`src/hw/hct_pkg.sv`:
```
package hct_pkg;

  // Register port geometry
  localparam int HCT_AW = 4;
  localparam int HCT_DW = 16;

  // Register indices (word addresses on the register port)
  localparam logic [3:0] HCT_REG_CTRL = 4'h0;
  localparam logic [3:0] HCT_REG_HAC_EDGES = 4'h1;
  localparam logic [3:0] HCT_REG_RG1_EDGES = 4'h2;
  localparam logic [3:0] HCT_REG_RG2_EDGES = 4'h3;
  localparam logic [3:0] HCT_REG_SAMPLE_POS = 4'h4;
  localparam logic [3:0] HCT_REG_DRIVE = 4'h5;
  localparam logic [3:0] HCT_REG_LINE_LEN = 4'h6;
  localparam logic [3:0] HCT_REG_BLANK_BASE = 4'h7;
  localparam logic [3:0] HCT_REG_STATUS = 4'hD;
  localparam int HCT_NUM_CFG = 13;
  localparam int HCT_NUM_BLANK = 3;

  // Control register bits
  localparam int HCT_CTRL_EN_BIT = 0;
  localparam int HCT_CTRL_LEVEL_BIT = 1;
  localparam int HCT_CTRL_POL_HAC_BIT = 2;
  localparam int HCT_CTRL_POL_RG1_BIT = 3;
  localparam int HCT_CTRL_POL_RG2_BIT = 4;

  // Position field layout: rise or reference in low byte, fall or data high
  localparam int HCT_FIELD_W = 6;
  localparam int HCT_RISE_LSB = 0;
  localparam int HCT_FALL_LSB = 8;

  // Drive register layout
  localparam int HCT_DRV_H_LSB = 0;
  localparam int HCT_DRV_H_W = 4;
  localparam int HCT_DRV_RG_LSB = 4;
  localparam int HCT_DRV_RG_W = 3;
  localparam int HCT_DRV_HL_LSB = 8;
  localparam int HCT_DRV_HL_W = 3;

  // Status register layout
  localparam int HCT_ST_POS_LSB = 0;
  localparam int HCT_ST_IDX_LSB = 8;
  localparam int HCT_ST_BLANK_BIT = 10;
  localparam int HCT_ST_DONE_BIT = 11;

  // Pixel period split into edge positions, in quadrants
  localparam int HCT_POS_PER_PIXEL = 48;
  localparam logic [5:0] HCT_POS_LAST = 6'h2F;
  localparam logic [3:0] HCT_QUAD_SIZE = 4'hC;

  // Reset values and writable bits per configuration register
  localparam logic [15:0] HCT_RST_VAL [HCT_NUM_CFG] = '{
    16'h0000, 16'h2000, 16'h1000, 16'h1000, 16'h0820, 16'h0000,
    16'h0100, 16'h0000, 16'h0000, 16'h0000, 16'h0000, 16'h0000,
    16'h0000};
  localparam logic [15:0] HCT_WMASK [HCT_NUM_CFG] = '{
    16'h001F, 16'h3F3F, 16'h3F3F, 16'h3F3F, 16'h3F3F, 16'h077F,
    16'hFFFF, 16'hFFFF, 16'hFFFF, 16'hFFFF, 16'hFFFF, 16'hFFFF,
    16'hFFFF};

  typedef enum logic [1:0] {
    HCT_WAIT,
    HCT_BLANK,
    HCT_DONE
  } hct_blank_e;

  // Quadrant code to linear edge position: quadrant * 12 + offset
  function automatic logic [5:0] hct_decode(input logic [5:0] code);
    logic [5:0] base;
    base = {1'b0, code[5:4], 3'b000} + {2'b00, code[5:4], 2'b00};
    return base + {2'b00, code[3:0]};
  endfunction : hct_decode

  // Offsets 12 to 15 never match any position
  function automatic logic hct_code_valid(input logic [5:0] code);
    return code[3:0] < HCT_QUAD_SIZE;
  endfunction : hct_code_valid

endpackage : hct_pkg

```
`src/hw/hct_edge_gen.sv`:
```
`timescale 1ns/1ns
module hct_edge_gen
  import hct_pkg::*;
(
  input wire logic clk,
  input wire logic rst_b,
  input wire logic run,
  input wire logic [5:0] pos,
  input wire logic [5:0] rise_code,
  input wire logic [5:0] fall_code,
  output logic raw
);

  wire logic hit_rise;
  wire logic hit_fall;
  wire logic next_raw;

  // Invalid codes are ignored so a bad field cannot glitch the clock
  assign hit_rise = run && hct_code_valid(rise_code) &&
                    (pos == hct_decode(rise_code));
  assign hit_fall = run && hct_code_valid(fall_code) &&
                    (pos == hct_decode(fall_code));
  // Equal positions: rise wins, so the output goes high and then stays high
  assign next_raw = hit_rise ? 1'b1 : (hit_fall ? 1'b0 : raw);

  always_ff @(posedge clk) begin
    if (!rst_b) begin
      raw <= 1'b0;
    end else begin
      raw <= next_raw;
    end
  end

endmodule : hct_edge_gen

```
`src/hw/hct_timing.sv`:
```
// Overview of operation
// - Polarity bit per A/C, reset gate one and two: zero passes, one inverts.
// - Six-bit field places rising edge of A/C and each reset gate clock.
// - Separate six-bit field places falling edge of those same clocks.
// - Reference and data sample strobes each placed by own six-bit field.
// - Four-bit drive code 0 to 15 for horizontal outputs, 4.3 mA steps.
// - Three-bit drive code 0 to 7 for reset gate outputs, 2.2 mA steps.
// - Three-bit drive code 0 to 7 for last-stage output, 2.2 mA steps.
// - Field upper two bits pick quadrant of twelve, lower bits the offset.
// - Each blanking interval is shaped only by its start and stop toggles.
// - Blanking with level bit set: A and C high, B and D low.
// - During blanking B is opposite A; level bit clear gives A low.
// - Three blanking intervals per line, handled in order from zero.
// - Each pixel period is split into 48 equal edge positions.
// - B and D are always the inverse of A and C.
// - Drive code zero disables the driver, leaving the output undriven.
`timescale 1ns/1ns
module hct_timing
  import hct_pkg::*;
#(
  parameter int LINE_W = 16
) (
  input wire logic clk,
  input wire logic rst_b,
  input wire logic [HCT_AW-1:0] reg_addr,
  input wire logic [HCT_DW-1:0] reg_wdata,
  input wire logic reg_wr,
  input wire logic reg_rd,
  output logic [HCT_DW-1:0] reg_rdata,
  output logic horiz_clock_a,
  output logic horiz_clock_b,
  output logic horiz_clock_c,
  output logic horiz_clock_d,
  output logic last_stage_horiz_clock,
  output logic reset_gate_clock_one,
  output logic reset_gate_clock_two,
  output logic reference_sample_strobe,
  output logic data_sample_strobe,
  output logic horizontal_blanking,
  output logic [HCT_DRV_H_W-1:0] horiz_drive_code,
  output logic [HCT_DRV_RG_W-1:0] reset_gate_drive_code,
  output logic [HCT_DRV_HL_W-1:0] last_stage_drive_code,
  output logic horiz_oe,
  output logic reset_gate_oe,
  output logic last_stage_oe
);

  // Configuration storage, one word per index
  logic [HCT_DW-1:0] cfg [HCT_NUM_CFG];

  // Timing state
  logic [5:0] pos;
  logic [LINE_W-1:0] pixel;
  hct_blank_e bstate;
  logic [1:0] bidx;

  // Delayed strobe stage keeps strobes aligned with the clock outputs
  logic ref_hit_d;
  logic data_hit_d;

  // Edge generator outputs before polarity
  logic hac_raw;
  logic rg1_raw;
  logic rg2_raw;

  // Register views
  wire logic [HCT_DW-1:0] ctrl;
  wire logic [HCT_DW-1:0] sample_pos;
  wire logic [HCT_DW-1:0] drive;
  wire logic [LINE_W-1:0] line_len;
  wire logic run;
  wire logic level;
  wire logic pol_hac;
  wire logic pol_rg1;
  wire logic pol_rg2;

  assign ctrl = cfg[HCT_REG_CTRL];
  assign sample_pos = cfg[HCT_REG_SAMPLE_POS];
  assign drive = cfg[HCT_REG_DRIVE];
  assign line_len = cfg[HCT_REG_LINE_LEN][LINE_W-1:0];
  assign run = ctrl[HCT_CTRL_EN_BIT];
  assign level = ctrl[HCT_CTRL_LEVEL_BIT];
  assign pol_hac = ctrl[HCT_CTRL_POL_HAC_BIT];
  assign pol_rg1 = ctrl[HCT_CTRL_POL_RG1_BIT];
  assign pol_rg2 = ctrl[HCT_CTRL_POL_RG2_BIT];

  // Register write decode
  genvar gi;
  generate
    for (gi = 0; gi < HCT_NUM_CFG; gi++) begin : g_cfg
      wire logic sel;
      assign sel = reg_wr && (reg_addr == 4'(gi));
      always_ff @(posedge clk) begin
        if (!rst_b) begin
          cfg[gi] <= HCT_RST_VAL[gi];
        end else if (sel) begin
          cfg[gi] <= reg_wdata & HCT_WMASK[gi];
        end
      end
    end
  endgenerate

  // Read path: status shows the live sequencer, unmapped reads give zero
  wire logic [HCT_DW-1:0] status;
  wire logic addr_is_cfg;
  wire logic addr_is_status;
  wire logic [HCT_DW-1:0] read_value;

  assign status = {4'h0,
                   (bstate == HCT_DONE),
                   (bstate == HCT_BLANK),
                   bidx,
                   2'b00,
                   pos};
  assign addr_is_cfg = reg_addr < 4'(HCT_NUM_CFG);
  assign addr_is_status = reg_addr == HCT_REG_STATUS;
  assign read_value = addr_is_cfg ? cfg[reg_addr] :
                      (addr_is_status ? status : 16'h0000);

  always_ff @(posedge clk) begin
    if (!rst_b) begin
      reg_rdata <= 16'h0000;
    end else if (reg_rd) begin
      reg_rdata <= read_value;
    end else begin
      reg_rdata <= 16'h0000;
    end
  end

  // Edge position counter: one clock per forty-eighth of a pixel
  wire logic pixel_end;
  wire logic [5:0] next_pos;

  assign pixel_end = run && (pos == HCT_POS_LAST);
  assign next_pos = !run ? 6'h00 :
                    (pixel_end ? 6'h00 : pos + 6'h01);

  always_ff @(posedge clk) begin
    if (!rst_b) begin
      pos <= 6'h00;
    end else begin
      pos <= next_pos;
    end
  end

  // Pixel counter along the line; zero length is treated as one pixel
  wire logic last_pixel;
  wire logic line_wrap;
  wire logic [LINE_W-1:0] next_pixel;

  assign last_pixel = (line_len == '0) ||
                      (pixel == line_len - LINE_W'(1));
  assign line_wrap = pixel_end && last_pixel;
  assign next_pixel = !run ? '0 :
                      (line_wrap ? '0 :
                      (pixel_end ? pixel + LINE_W'(1) : pixel));

  always_ff @(posedge clk) begin
    if (!rst_b) begin
      pixel <= '0;
    end else begin
      pixel <= next_pixel;
    end
  end

  // Blanking sequencer: toggles are compared at pixel boundaries only
  wire logic [LINE_W-1:0] blank_start;
  wire logic [LINE_W-1:0] blank_stop;
  wire logic [3:0] start_index;
  wire logic [3:0] stop_index;
  hct_blank_e cur_state;
  hct_blank_e next_bstate;
  logic [1:0] cur_idx;
  logic [1:0] next_bidx;

  always_comb begin
    // Line start restarts with interval zero before any toggle check
    cur_state = line_wrap ? HCT_WAIT : bstate;
    cur_idx = line_wrap ? 2'b00 : bidx;
  end

  assign start_index = HCT_REG_BLANK_BASE + {1'b0, cur_idx, 1'b0};
  assign stop_index = start_index + 4'h1;
  assign blank_start = cfg[start_index][LINE_W-1:0];
  assign blank_stop = cfg[stop_index][LINE_W-1:0];

  always_comb begin
    next_bstate = bstate;
    next_bidx = bidx;
    if (!run) begin
      next_bstate = HCT_WAIT;
      next_bidx = 2'b00;
    end else if (pixel_end) begin
      next_bstate = cur_state;
      next_bidx = cur_idx;
      // Only the two toggles of the current interval matter
      unique case (cur_state)
        HCT_WAIT: begin
          if (next_pixel == blank_start) begin
            next_bstate = HCT_BLANK;
          end
        end
        HCT_BLANK: begin
          if (next_pixel == blank_stop) begin
            if (cur_idx == 2'(HCT_NUM_BLANK - 1)) begin
              next_bstate = HCT_DONE;
            end else begin
              next_bstate = HCT_WAIT;
              next_bidx = cur_idx + 2'b01;
            end
          end
        end
        HCT_DONE: begin
          next_bstate = HCT_DONE;
        end
        default: begin
          next_bstate = HCT_WAIT;
        end
      endcase
    end
  end

  always_ff @(posedge clk) begin
    if (!rst_b) begin
      bstate <= HCT_WAIT;
      bidx <= 2'b00;
    end else begin
      bstate <= next_bstate;
      bidx <= next_bidx;
    end
  end

  // Programmable clock waveforms
  hct_edge_gen u_hac (
    .clk(clk),
    .rst_b(rst_b),
    .run(run),
    .pos(pos),
    .rise_code(cfg[HCT_REG_HAC_EDGES][HCT_RISE_LSB +: HCT_FIELD_W]),
    .fall_code(cfg[HCT_REG_HAC_EDGES][HCT_FALL_LSB +: HCT_FIELD_W]),
    .raw(hac_raw)
  );

  hct_edge_gen u_rg1 (
    .clk(clk),
    .rst_b(rst_b),
    .run(run),
    .pos(pos),
    .rise_code(cfg[HCT_REG_RG1_EDGES][HCT_RISE_LSB +: HCT_FIELD_W]),
    .fall_code(cfg[HCT_REG_RG1_EDGES][HCT_FALL_LSB +: HCT_FIELD_W]),
    .raw(rg1_raw)
  );

  hct_edge_gen u_rg2 (
    .clk(clk),
    .rst_b(rst_b),
    .run(run),
    .pos(pos),
    .rise_code(cfg[HCT_REG_RG2_EDGES][HCT_RISE_LSB +: HCT_FIELD_W]),
    .fall_code(cfg[HCT_REG_RG2_EDGES][HCT_FALL_LSB +: HCT_FIELD_W]),
    .raw(rg2_raw)
  );

  // Sample strobes
  wire logic [5:0] ref_code;
  wire logic [5:0] data_code;
  wire logic ref_hit;
  wire logic data_hit;

  assign ref_code = sample_pos[HCT_RISE_LSB +: HCT_FIELD_W];
  assign data_code = sample_pos[HCT_FALL_LSB +: HCT_FIELD_W];
  assign ref_hit = run && hct_code_valid(ref_code) &&
                   (pos == hct_decode(ref_code));
  assign data_hit = run && hct_code_valid(data_code) &&
                    (pos == hct_decode(data_code));

  // Output shaping
  wire logic blanking;
  wire logic hac_level;

  assign blanking = bstate == HCT_BLANK;
  // Blanking overrides the waveform; polarity applies only outside it
  assign hac_level = blanking ? level : (hac_raw ^ pol_hac);

  always_ff @(posedge clk) begin
    if (!rst_b) begin
      horiz_clock_a <= 1'b0;
      horiz_clock_b <= 1'b1;
      horiz_clock_c <= 1'b0;
      horiz_clock_d <= 1'b1;
      last_stage_horiz_clock <= 1'b0;
      reset_gate_clock_one <= 1'b0;
      reset_gate_clock_two <= 1'b0;
      ref_hit_d <= 1'b0;
      data_hit_d <= 1'b0;
      reference_sample_strobe <= 1'b0;
      data_sample_strobe <= 1'b0;
      horizontal_blanking <= 1'b0;
    end else begin
      horiz_clock_a <= hac_level;
      horiz_clock_c <= hac_level;
      horiz_clock_b <= ~hac_level;
      horiz_clock_d <= ~hac_level;
      last_stage_horiz_clock <= hac_level;
      reset_gate_clock_one <= rg1_raw ^ pol_rg1;
      reset_gate_clock_two <= rg2_raw ^ pol_rg2;
      ref_hit_d <= ref_hit;
      data_hit_d <= data_hit;
      reference_sample_strobe <= ref_hit_d;
      data_sample_strobe <= data_hit_d;
      horizontal_blanking <= blanking;
    end
  end

  // Drive strength codes; the pad turns the code into current
  always_ff @(posedge clk) begin
    if (!rst_b) begin
      horiz_drive_code <= '0;
      reset_gate_drive_code <= '0;
      last_stage_drive_code <= '0;
    end else begin
      horiz_drive_code <= drive[HCT_DRV_H_LSB +: HCT_DRV_H_W];
      reset_gate_drive_code <= drive[HCT_DRV_RG_LSB +: HCT_DRV_RG_W];
      last_stage_drive_code <= drive[HCT_DRV_HL_LSB +: HCT_DRV_HL_W];
    end
  end

  // Zero code turns the driver off
  assign horiz_oe = horiz_drive_code != '0;
  assign reset_gate_oe = reset_gate_drive_code != '0;
  assign last_stage_oe = last_stage_drive_code != '0;

endmodule : hct_timing

```
`config.mk`:
```
export PLATFORM = sky130hd
export DESIGN_NAME = hct_timing
export DESIGN_NICKNAME = d
export VERILOG_FILES = /design/src/hw/hct_pkg.sv /design/src/hw/hct_edge_gen.sv /design/src/hw/hct_timing.sv
export SDC_FILE = /design/constraint.sdc
export NUM_CORES = 1
export LEC_CHECK = 0
export BUFFER_PORTS_ARGS = -buffer_cell sky130_fd_sc_hd__buf_4
export CORE_UTILIZATION = 24
export DETAILED_ROUTE_END_ITERATION = 12
export MAX_ROUTING_LAYER = met4
export PLACE_DENSITY_LB_ADDON = 0.1
export SLEW_MARGIN = 20
export SYNTH_ARGS = -nofsm -noshare
export SYNTH_HDL_FRONTEND = slang
export SYNTH_HIERARCHICAL = 1
export SYNTH_SLANG_ARGS = --single-unit
```
`constraint.sdc`:
```
create_clock -name clk -period 5.2 [get_ports clk]
set_clock_uncertainty 0.1 [all_clocks]
set_input_delay 1.04 -clock clk [delete_from_list [all_inputs] [get_ports clk]]
set_output_delay 1.04 -clock clk [all_outputs]
set_load 0.1 [all_outputs]
```
Yosys cells after proc, flatten, opt, wreduce, memory -nomap -nowiden
Memory sizes are Yosys's and may differ from the RTL's. A register that Yosys moved wholly into a read port is not among the register bits.
Cells that the tools add are included.
- register bits after elaboration: 54
- latch bits: 0
- RAM bits: 208
- memory bits (read-only): 0
- input bits: 24
- output and inout bits: 39
- logic and storage cells: 217
- memories: 1
- add/sub/neg operators: 22
- multipliers: 0
- divide/modulo/power cells: 0
- $lt $le $gt $ge: 9
- eq/ne operators: 30
- shift operators: 0
- multiplexer cells: 74
- bitwise gates (word level): 19
- reduce and logical (&&, ||, !) cells: 45
- memories (name ; depth ; bits a word ; rd ports ; clocked after Yosys merged registers in ; write ports ; line ; RTL):
    cfg ; 13 ; 16 ; 10 ; 1 ; 13 ; hct_timing.sv:49 ; logic [HCT_DW-1:0] cfg [HCT_NUM_CFG];
- operators with widths (operator ; number):
    $mux 16 ; 17
    $add 5x4->6 ; 8
    $add 6x4->6 ; 8
    $eq 16x16->1 ; 3
    $eq 6x6->1 ; 8
    $mux 1 ; 47
    $lt 4x4->1 const B ; 9
    $logic_and 1x1->1 ; 31
    $eq 4x4->1 const B ; 6
    $add 16x1->16 const B ; 1
    $eq 4x3->1 const B ; 4
    $logic_not 16->1 ; 1
    $mux 2 ; 8
    $sub 16x1->16 const B ; 1
    $or 1x1->1 ; 13
    $mux 12 ; 1
    $eq 4x2->1 const B ; 2
    $add 6x1->6 const B ; 1
    $eq 2x2->1 const B ; 3
    $eq 6x6->1 const B ; 1
    $pmux 2 s3 ; 1
    $reduce_bool 2->1 ; 3
    $reduce_bool 3->1 ; 2
    $add 3x3->4 const A ; 1
    13 further kinds ; 19

Longest topological paths before layout
Gate-level depths: netlist of the first run.
An unclocked memory read counts as a cell.
- depth in word-level cells: 12
- depth in mapped cells: 23
- mapped depth without buffers: 18

Modules after synthesis
The synthesis of the first run kept the hierarchy.
- modules (own cells, without submodules) (module ; instances ; cells an instance ; area each (sq um) ; sequential area each (sq um)):
    hct_timing ; 1 ; 1143 ; 13070.0 ; 6476.2
    hct_edge_gen at u_hac ; 1 ; 39 ; 360.3 ; 20.0
    hct_edge_gen at u_rg2 ; 1 ; 39 ; 352.8 ; 20.0
    hct_edge_gen at u_rg1 ; 1 ; 40 ; 341.6 ; 20.0

Worst setup path before layout of the first run
Ideal clock, no wire load.
- path kind: flip-flop to flip-flop
- from: memory cfg[6][0]
- to: register bstate[0]
- setup time: 0.063 ns
- arrival time: 4.791 ns
- data required time: 5.037 ns
- slack: 0.246 ns
- stages on the path, launching flop included: 24
- clock period less this slack: 4.954 ns
- path through: edfxtp_1 > clkbuf_1 > inv_1 > ha_1 > or3b_2 > nor4_2 > mux2_1 > nor3b_1 > and4_1 > buf_6 > nor3_4 > inv_2 > buf_6 > ha_1 > clkbuf_1 > nand2b_1 > clkbuf_1 > o22ai_1 > mux2_2 > a221oi_2 > o211ai_1 > nor4_1 > o2111ai_1 > nand3b_1
- RTL lines (what ; line ; RTL):
    start, declared ; hct_timing.sv:49 ;
    end signal, assigned ; hct_timing.sv:228 ; bstate <= next_bstate;
    end, declared ; hct_timing.sv:54 ; hct_blank_e bstate;

==> metrics list, run 1 <==
- The tree built by TritonCTS fans out to 239 sinks.
- The floorplan step set the die height to 244.6 microns.
- The number of max-slew violations in the final report was 0.
* Synth async-reset ratio: 0
* Count of standard-cell rows: 88
- Result of the run: finished clean
- The mapped netlist covers 14120 sq um.
* Worst setup endpoint: bidx[0]
- The initial antenna violation count is 9.
- In this run the clock root is driven by a sky130_fd_sc_hd__clkbuf_16.
- Total clock buffers created by CTS: 30
- Gates resized during post-CTS repair numbered 0.
- Worst Hold Slack: 0.3366 ns
- Antenna diode count: 0
- Worst reg2reg path startpoint: cfg[6][0]
* Warnings from Yosys: 6
- Final worst setup slack: 0.3797 ns
- Summed over all nets, the half-perimeter wirelength after detailed placement is 43840 microns.
- Critical path class: reg2reg
- Derived from the worst setup path, the maximum achievable clock frequency is approximately 210 MHz.
- Worst path arrival time: 5.19 ns
- Post-placement cell count: just over 2000
* Ratio of total power to cell area: 315.2 nW/um^2
- The synthesized design contains 175 enable-type register cells.
* Synthesized flop and latch total: 239
- At the end of the flow, the number of nets in the layout was around 1400.
- The biggest area contributor in the post-synthesis netlist is sky130_fd_sc_hd__edfxtp_1.
- The path class of the tightest hold or removal check is reg2reg.
- Count of endpoints failing hold in the final timing report: 0
- Number of cell instances on the worst register-to-register path: 15
* Via count of the first global-routing pass: 10390
- After synthesis, the most frequently instantiated cells are 189 x sky130_fd_sc_hd__and2_1, 175 x sky130_fd_sc_hd__edfxtp_1, 89 x sky130_fd_sc_hd__nor2_1, 77 x sky130_fd_sc_hd__xnor2_1, 64 x sky130_fd_sc_hd__dfxtp_1.
* Pre-CTS WS: between 0.15 and 0.2 ns
- Synthesis instantiated 82 different standard cells from the library.
- The first global-routing pass estimated 83940 microns of wire.
- Total Die Area: around 60000 sq um
- Residual overflow from global routing: 0
- For this run, the leading register cell type out of synthesis is sky130_fd_sc_hd__edfxtp_1.
- CTS tree: yes
- Clock-pin slew was measured on the worst setup and hold paths at 0.06 ns.
- Proportion of layout cells with a drive suffix above 1: 0.1976
- Endpoint required time on the critical path: 5.57 ns
* Max-cap violation count: 0
- Dominant cell by count in the synthesized netlist: sky130_fd_sc_hd__and2_1
* Wire length after detailed routing: approximately 60000 microns
- Routability congestion estimate from global placement: 0.8954
- Reported leakage power: 6.024 nW
* Clock latency on the worst-skew pair: 0.59 ns
* P&R area growth vs syn: 17.88%
- For this block, the via count after detailed routing is 10510.
- HP Start: ref_hit_d
- # DRC: 0
- Total of hold buffers inserted after clock tree synthesis: 0
- Clock Path Buffers: 3
- After detailed routing, the average wire length per cell comes to 28.32 microns.
* Post-layout total power: 5.248 mW
- Entering global routing, the biggest net connects 53 pins.
- For this run, the share of the core covered by cells in the final layout is 0.2875.
* Synthesized area divided by synthesized cell count: between 10 and 15 sq um
* All-layer global routing usage: 0.2053
- Antenna violation net count after detailed routing: 0
- The worst-case IR drop observed on VDD is 0.2326 mV.
- The setup check on the worst reg-to-reg path leaves a slack of approximately 0.38 ns.
* Part of the cycle the worst path needs: 0.9270
* RSZ-0062 raised after global routing: no
* CTS HTree Levels: 1
* Crit path launch: cfg[6][0]
- The endpoint identified for the worst register-to-register timing path is bidx[0].
- Shortest clock period the worst path allows after layout: 4.820 ns
- At the pin with the least slew margin, the transition time is 1.073 ns.
- Startpoint type of the worst setup path: register
* Count of buffers from port buffering: 62
- Placeable Area: 57920 sq um
* Starting utilization of the core area: 0.2439
- Violation count after the first detailed-routing iteration: 1048
* Seq/Total Area, Yosys: 0.4628
* Syn nets: 1323
* Num ports: 63
* Critical path fanouts, max: 16
- After routing, the total negative slack on setup checks comes to 0 ns.
* Total cell area at the placement stage: 15590 sq um
- The pre-antenna-repair detailed-routing pass consisted of 5 iterations.
- By area the synthesized netlist is led by sky130_fd_sc_hd__edfxtp_1 37%, sky130_fd_sc_hd__dfxtp_1 9.1%, sky130_fd_sc_hd__and2_1 8.4%.
* Via-per-instance ratio: roughly 5.0
* Non-Filler Cell Area, Final: 16650 sq um
- The cell count after synthesis came out at around 1300.
- Leaving out filler cells and counting taps, the final layout contains 2111.
- Die extent in x: 244.6 microns
* Setup violation total in the final timing report: 0
- The worst setup path is captured at a register.
- Post-CTS timing repair inserted 0 buffers for setup.
- Max_slew headroom: 0.2823
- Of the post-synthesis cell area, the dominant cell type holds 0.3720.
logic make-up after synthesis:
kind of cell               Yosys count  share of synthesized area
buffers and inverters              139                    0.04092
and+or+nand+nor                    487                     0.1948
xor gates and xnor gates           107                    0.06688
DFF                                239                     0.4628
adders and majority gates           38                    0.04216
AOI/OAI and AO/OA                  156                    0.08114
muxes                               95                     0.1113
state kept, by name (all words and copies together) (netlist names), 2 cells and up:
| register | flops |
|---|---|
| cfg | 175 |
| last_stage_drive_code | 3 |
| horiz_drive_code | 4 |
| bstate | 2 |
| reset_gate_drive_code | 3 |
| reg_rdata | 16 |
| bidx | 2 |
| pixel | 16 |
| pos | 6 |
worst min path at each step:
stage                         endpoint  slack, ns  depth (start not counted)
2_1_floorplan       data_sample_strobe       0.31                          1
3_3_place_gp        data_sample_strobe       0.33                          1
3_5_place_dp   reference_sample_strobe       0.33                          1
4_1_cts        reference_sample_strobe       0.34                          1
5_1_grt        reference_sample_strobe       0.37                          1
6_report       reference_sample_strobe       0.34                          1
layout by cell type, fill, tap and decap left out, drive strengths merged, types with 12 or more instances in the layout:
cell type / instances
and2: 189
edfxtp: 175
buf: 113
nor2: 89
xnor2: 78
dfxtp: 64
inv: 56
nand2: 51
mux4: 46
clkbuf: 41
xor2: 29
a21oi: 28
nor3: 27
o21ai: 27
nand3: 25
mux2: 25
mux2i: 24
nand4: 23
ha: 22
a22o: 18
fa: 16
o22ai: 15
or3: 14
nor4: 13
a22oi: 12
critical path, stage by stage (launching register included):
cell and delay [ns]:
sky130_fd_sc_hd__edfxtp_1 0.39, sky130_fd_sc_hd__inv_1 0.10, sky130_fd_sc_hd__ha_1 0.20, sky130_fd_sc_hd__or3b_2 0.54, sky130_fd_sc_hd__nor4_2 0.25, sky130_fd_sc_hd__mux2_1 0.39, sky130_fd_sc_hd__nor3b_1 0.26, sky130_fd_sc_hd__and4_1 0.33
sky130_fd_sc_hd__buf_4 0.31, sky130_fd_sc_hd__or3_1 0.39, sky130_fd_sc_hd__a21o_1 0.13, sky130_fd_sc_hd__nand3_1 0.08, sky130_fd_sc_hd__nor4_1 0.48, sky130_fd_sc_hd__and3_1 0.44, sky130_fd_sc_hd__a311o_1 0.24, sky130_fd_sc_hd__o211ai_2 0.07
power by group:
group	switching [mW]	total [mW]	internal, mW
registers	0.115	2.26	2.15
clock network	0.904	2.26	1.36
logic	0.472	0.726	0.254
total	1.49	5.25	3.76
metal layers:
metal  GRT usage  wire length, microns
met1      0.2864                 27800
met2      0.3206                 27490
met3     0.01953                  3230
met4     0.04559                  1249
met5           -                     0
final cells by class:
type | instances | area [sq um]
fillers | 6032 | 41260
clock buffers | 41 | 864.6
inverters | 55 | 206.4
well taps | 765 | 957.2
repair buffers | 113 | 848.3
multi-input cells | 883 | 7056
flip-flops and latches | 239 | 6536
clock inverters | 15 | 182.7
No activity file was read; power rests on OpenSTA's default activity.
==> run 2: changes to the inputs <==
ABC_AREA = 1   (was default)
RECOVER_POWER = 25   (was default)
==> metrics list, run 2 <==
- The run finished, with violations left.
* Failing checks: DRC, capacitance limit, slew limit
* Reg clk slew, reported paths: 0.06 ns
- Flip-flop count of the largest register after layout: 175
* Cell count after synthesis: 1883
* Parity-gate share of the synthesized area counting xor and xnor cells: 0.02176
* Count of buffers from port buffering: 62
* Antenna violation net count after detailed routing: 0
* Final setup TNS: 0 ns
* CTS HTree Levels: 1
- Clock root buffer: sky130_fd_sc_hd__clkbuf_16
* Worst-Margin Slew: 1.969 ns
- Of the synthesized area, sequential elements account for 0.4510.
- Endpoint, Worst Hold: data_sample_strobe
- After synthesis, the share of cell area in mux cells is 0.
- Share of Yosys cell area claimed by the top area cell type: 0.3626
- STA classifies the critical path endpoint as a register.
- For this configuration, the core starts out at a cell density of 0.2442.
- Total Die Area: 61370 sq um
* # DRC: 6
- For this run, the post-layout net count is 2000.
- Pin placement for this block handled 63 I/O pins.
- Die extent in x: around 250 microns
* Biggest registers after layout: cfg: 175 flops, pixel: 16 flops, reg_rdata: 16 flops
- The worst setup path is of the reg2reg kind.
- STA classifies the critical path startpoint as a register.
- The initial antenna violation count was 1.
* Max_slew headroom: -0.3126
* Setup violation total in the final timing report: 0
- The number of max-slew violations in the final report is 65.
* Part of the cycle the worst path needs: 0.9026
* Max-cap violation count: 2
- After synthesis, the cell types taking the most area are sky130_fd_sc_hd__edfxtp_1 36%, sky130_fd_sc_hd__nand2_1 11%, sky130_fd_sc_hd__dfxtp_1 8.8%.
* Number of cell instances on the worst register-to-register path: 27
- Shortest clock period the worst path allows after layout: 4.693 ns
- Compared with the post-synthesis result, the final layout area differs by 14.58%.
- The compound-gate portion of the synthesized area came to 0.08600.
- Gates resized during post-CTS repair numbered 0.
- Buffers added to address setup during post-CTS repair amount to 0.
* Via count of the first global-routing pass: approximately 12000
- For this run, the leading register cell type out of synthesis is sky130_fd_sc_hd__edfxtp_1.
* Count of unique library cells instantiated by Yosys: between 50 and 60
- For this run, the total global-route usage over all layers was measured as 0.2105.
* Total of hold buffers inserted after clock tree synthesis: 0
- The completed layout was analyzed and its total power is 4.931 mW.
- Yosys top cell by area: sky130_fd_sc_hd__edfxtp_1
* DP Wirelength: 46850 microns
- Leading cell types in the layout, fill and taps excluded: 438 x sky130_fd_sc_hd__nand2_1, 293 x sky130_fd_sc_hd__inv_1, 268 x sky130_fd_sc_hd__nor2_1
- The filler cells instantiated in the layout total 6522.
- Of the total synthesized cell area, the portion taken by AND, OR, NAND and NOR gates is 0.2961.
* Proportion of layout cells with a drive suffix above 1: 0.08622
* Vias post-DR: 13060
- The repair_antennas step left the layout with diodes totalling 0.
- After synthesis, the share of flip-flops with an asynchronous set or reset is 0.
- IR analysis of the VDD net gives a maximum drop of 0.2916 mV.
- The startpoint identified for the worst register-to-register timing path is cfg[6][0].
- Synthesized area divided by synthesized cell count: 7.696 sq um
- After the first detailed-routing iteration, the DRC count stood at 1285.
* Die boundary height: 247.7 microns
* Synthesized-area fraction occupied by adder cells: 0.04110
* Syn nets: 1945
- Number of clock sinks: 239
- The most common cell in the synthesized netlist is sky130_fd_sc_hd__nand2_1.
- The register with the most flip-flops in the final layout is cfg.
* Commonest cells in the netlist: 438 x sky130_fd_sc_hd__nand2_1, 294 x sky130_fd_sc_hd__inv_1, 268 x sky130_fd_sc_hd__nor2_1, 184 x sky130_fd_sc_hd__nand3_1, 175 x sky130_fd_sc_hd__edfxtp_1
* Wire length after detailed routing: 62790 microns
- The clock reaches the later pin of the worst-skew pair after 0.58 ns.
- After global routing the overflow that remains totals 0.
* Ratio of total power to cell area: 297.0 nW/um^2
* RSZ-0062 raised after global routing: no
- Cell depth of the worst min-delay path: 2
- After synthesis, the largest family of logic cells by area is simple AND/OR/NAND/NOR gates.
* Synthesized flop and latch total: 239
- Pin count of the biggest net entering global routing: about 70
- In the final routed layout, each cell accounts on average for 22.97 microns.
- First-pass GRT wire length: 90190 microns
- The clock passes through at most 3 buffers.
- Post-synthesis instance area: 14490 sq um
* CTS tree: yes
* Most common library cell in the layout ignoring fill and taps: sky130_fd_sc_hd__nand2_1
* Warnings from Yosys: 6
- The synthesized design contains 175 enable-type register cells.
- Flop-to-flop setup slack: 0.51 ns
- The first detailed-routing pass ran for 10 iterations.
- The analysis attributes to cell leakage a power of 7.196 nW.
* Placeable Area: 59350 sq um
- The initialized floorplan defines 89 standard-cell rows.
- Dividing the detail-routed via count by the number of cells gives 4.780.
* Total clock buffers created by CTS: 29
- Data arrives at the worst endpoint at 5.08 ns.
- Timing would allow up to 213.1 MHz.
* Count of endpoints failing hold in the final timing report: 0
* Routability congestion estimate from global placement: 0.9244
- Endpoint required time on the critical path: approximately 5.6 ns
* Destination of the worst register-to-register timing path: bidx[0]
- The min-delay analysis places its worst path in the category reg2reg.
- Of all nets on the critical path, the largest fanout is 71.
* HP Start: data_hit_d
==> run 2: changes by cell type in the layout (fill, tap and decap cells not counted), moves of 22 or more <==
| cell | delta |
|---|---|
| sky130_fd_sc_hd__and2_1 | -189 |
| sky130_fd_sc_hd__buf_4 | -55 |
| sky130_fd_sc_hd__clkbuf_1 | +41 |
| sky130_fd_sc_hd__inv_1 | +240 |
| sky130_fd_sc_hd__mux2_2 | -23 |
| sky130_fd_sc_hd__mux2i_1 | -24 |
| sky130_fd_sc_hd__mux4_2 | -43 |
| sky130_fd_sc_hd__nand2_1 | +387 |
| sky130_fd_sc_hd__nand3_1 | +159 |
| sky130_fd_sc_hd__nor2_1 | +181 |
| sky130_fd_sc_hd__o21ai_0 | +42 |
| sky130_fd_sc_hd__o22ai_1 | +22 |
| sky130_fd_sc_hd__xnor2_1 | -62 |
==> run 2: how the worst max path moves through the flow <==
stage	start	to	slack [ns]	cells past startpoint
floorplan	cfg[6][0]	bstate[0]	1.38	29
CTS	cfg[6][0]	bidx[0]	0.52	27
detailed placement	cfg[6][0]	bidx[0]	0.54	27
global route	cfg[6][0]	bidx[0]	0.1	27
finish	cfg[6][0]	bidx[0]	0.51	27
global placement	cfg[6][0]	bidx[0]	0.54	27
==> run 2: through the flow <==
step           cells  hold slack (ns)  area, sq um  utilization  setup WS, ns
2_1_floorplan   1883           0.2905        14490            -         1.377
3_3_place_gp    2680           0.2977        15870       0.2673        0.5430
3_5_place_dp    2680           0.3025        15870       0.2673        0.5437
4_1_cts         2733           0.3179        16760       0.2824        0.5152
5_1_grt         2733           0.3432        16600       0.2798       0.09609
6_report        2733           0.3118        16600       0.2798        0.5066
==> run 2: area by class of cell <==
class	instances	area (sq um)	share of cell area
well taps	773	967.2	0.05825
flip-flops and latches	239	6538	0.3937
repair buffers	99	589.3	0.03549
clock inverters	14	88.84	0.005350
multi-input cells	1257	6447	0.3883
inverters	312	1171	0.07053
clock buffers	39	803.3	0.04838
==> run 2: per-layer routing <==
layer / routed length (microns) / global-route usage / part of all wire / vias to the layer above
met3: 3492 / 0.02184 / 0.056 / 80
met2: 27520 / 0.3176 / 0.44 / 434
met1: 30110 / 0.2979 / 0.48 / 6315
met4: 1662 / 0.05612 / 0.026 / 0
li1: - / - / - / 6234
met5: 0 / - / 0 / -
==> run 2: report_power, final <==
group / switching (mW) / internal [mW]
Sequential: 0.0803 / 2.14
Combinational: 0.547 / 0.187
Clock: 0.888 / 1.08
==> run 2: cells by family (layout without fill, tap and decap cells) <==
family,count (synthesis),in the layout
compound gates,199,199
xor+xnor,36,36
fa+ha+maj,38,38
buf+inv,387,464
flops,239,239
simple gates,984,984
==> run 2: worst max-delay path, stage by stage, from the launching register on <==
cell and delay (ns):
sky130_fd_sc_hd__edfxtp_1 0.40, sky130_fd_sc_hd__inv_1 0.25, sky130_fd_sc_hd__ha_1 0.36, sky130_fd_sc_hd__nand3_2 0.20, sky130_fd_sc_hd__nor2_2 0.16, sky130_fd_sc_hd__nand2_1 0.06
sky130_fd_sc_hd__nand2_1 0.06, sky130_fd_sc_hd__nand3_1 0.08, sky130_fd_sc_hd__nor2_1 0.13, sky130_fd_sc_hd__nand3_2 0.15, sky130_fd_sc_hd__nand2_2 0.11, sky130_fd_sc_hd__nand2_4 0.27
sky130_fd_sc_hd__nand2_4 0.15, sky130_fd_sc_hd__buf_4 0.65, sky130_fd_sc_hd__nand2_1 0.10, sky130_fd_sc_hd__nand2_1 0.16, sky130_fd_sc_hd__nand2_1 0.11, sky130_fd_sc_hd__nand2_1 0.08
sky130_fd_sc_hd__nand2_1 0.04, sky130_fd_sc_hd__nand2_1 0.06, sky130_fd_sc_hd__nand2_1 0.08, sky130_fd_sc_hd__nor2_2 0.13, sky130_fd_sc_hd__nand2_2 0.09, sky130_fd_sc_hd__nor2_4 0.16
sky130_fd_sc_hd__nand2_2 0.07, sky130_fd_sc_hd__nand2_1 0.07, sky130_fd_sc_hd__nand3_1 0.09, sky130_fd_sc_hd__a21oi_1 0.17
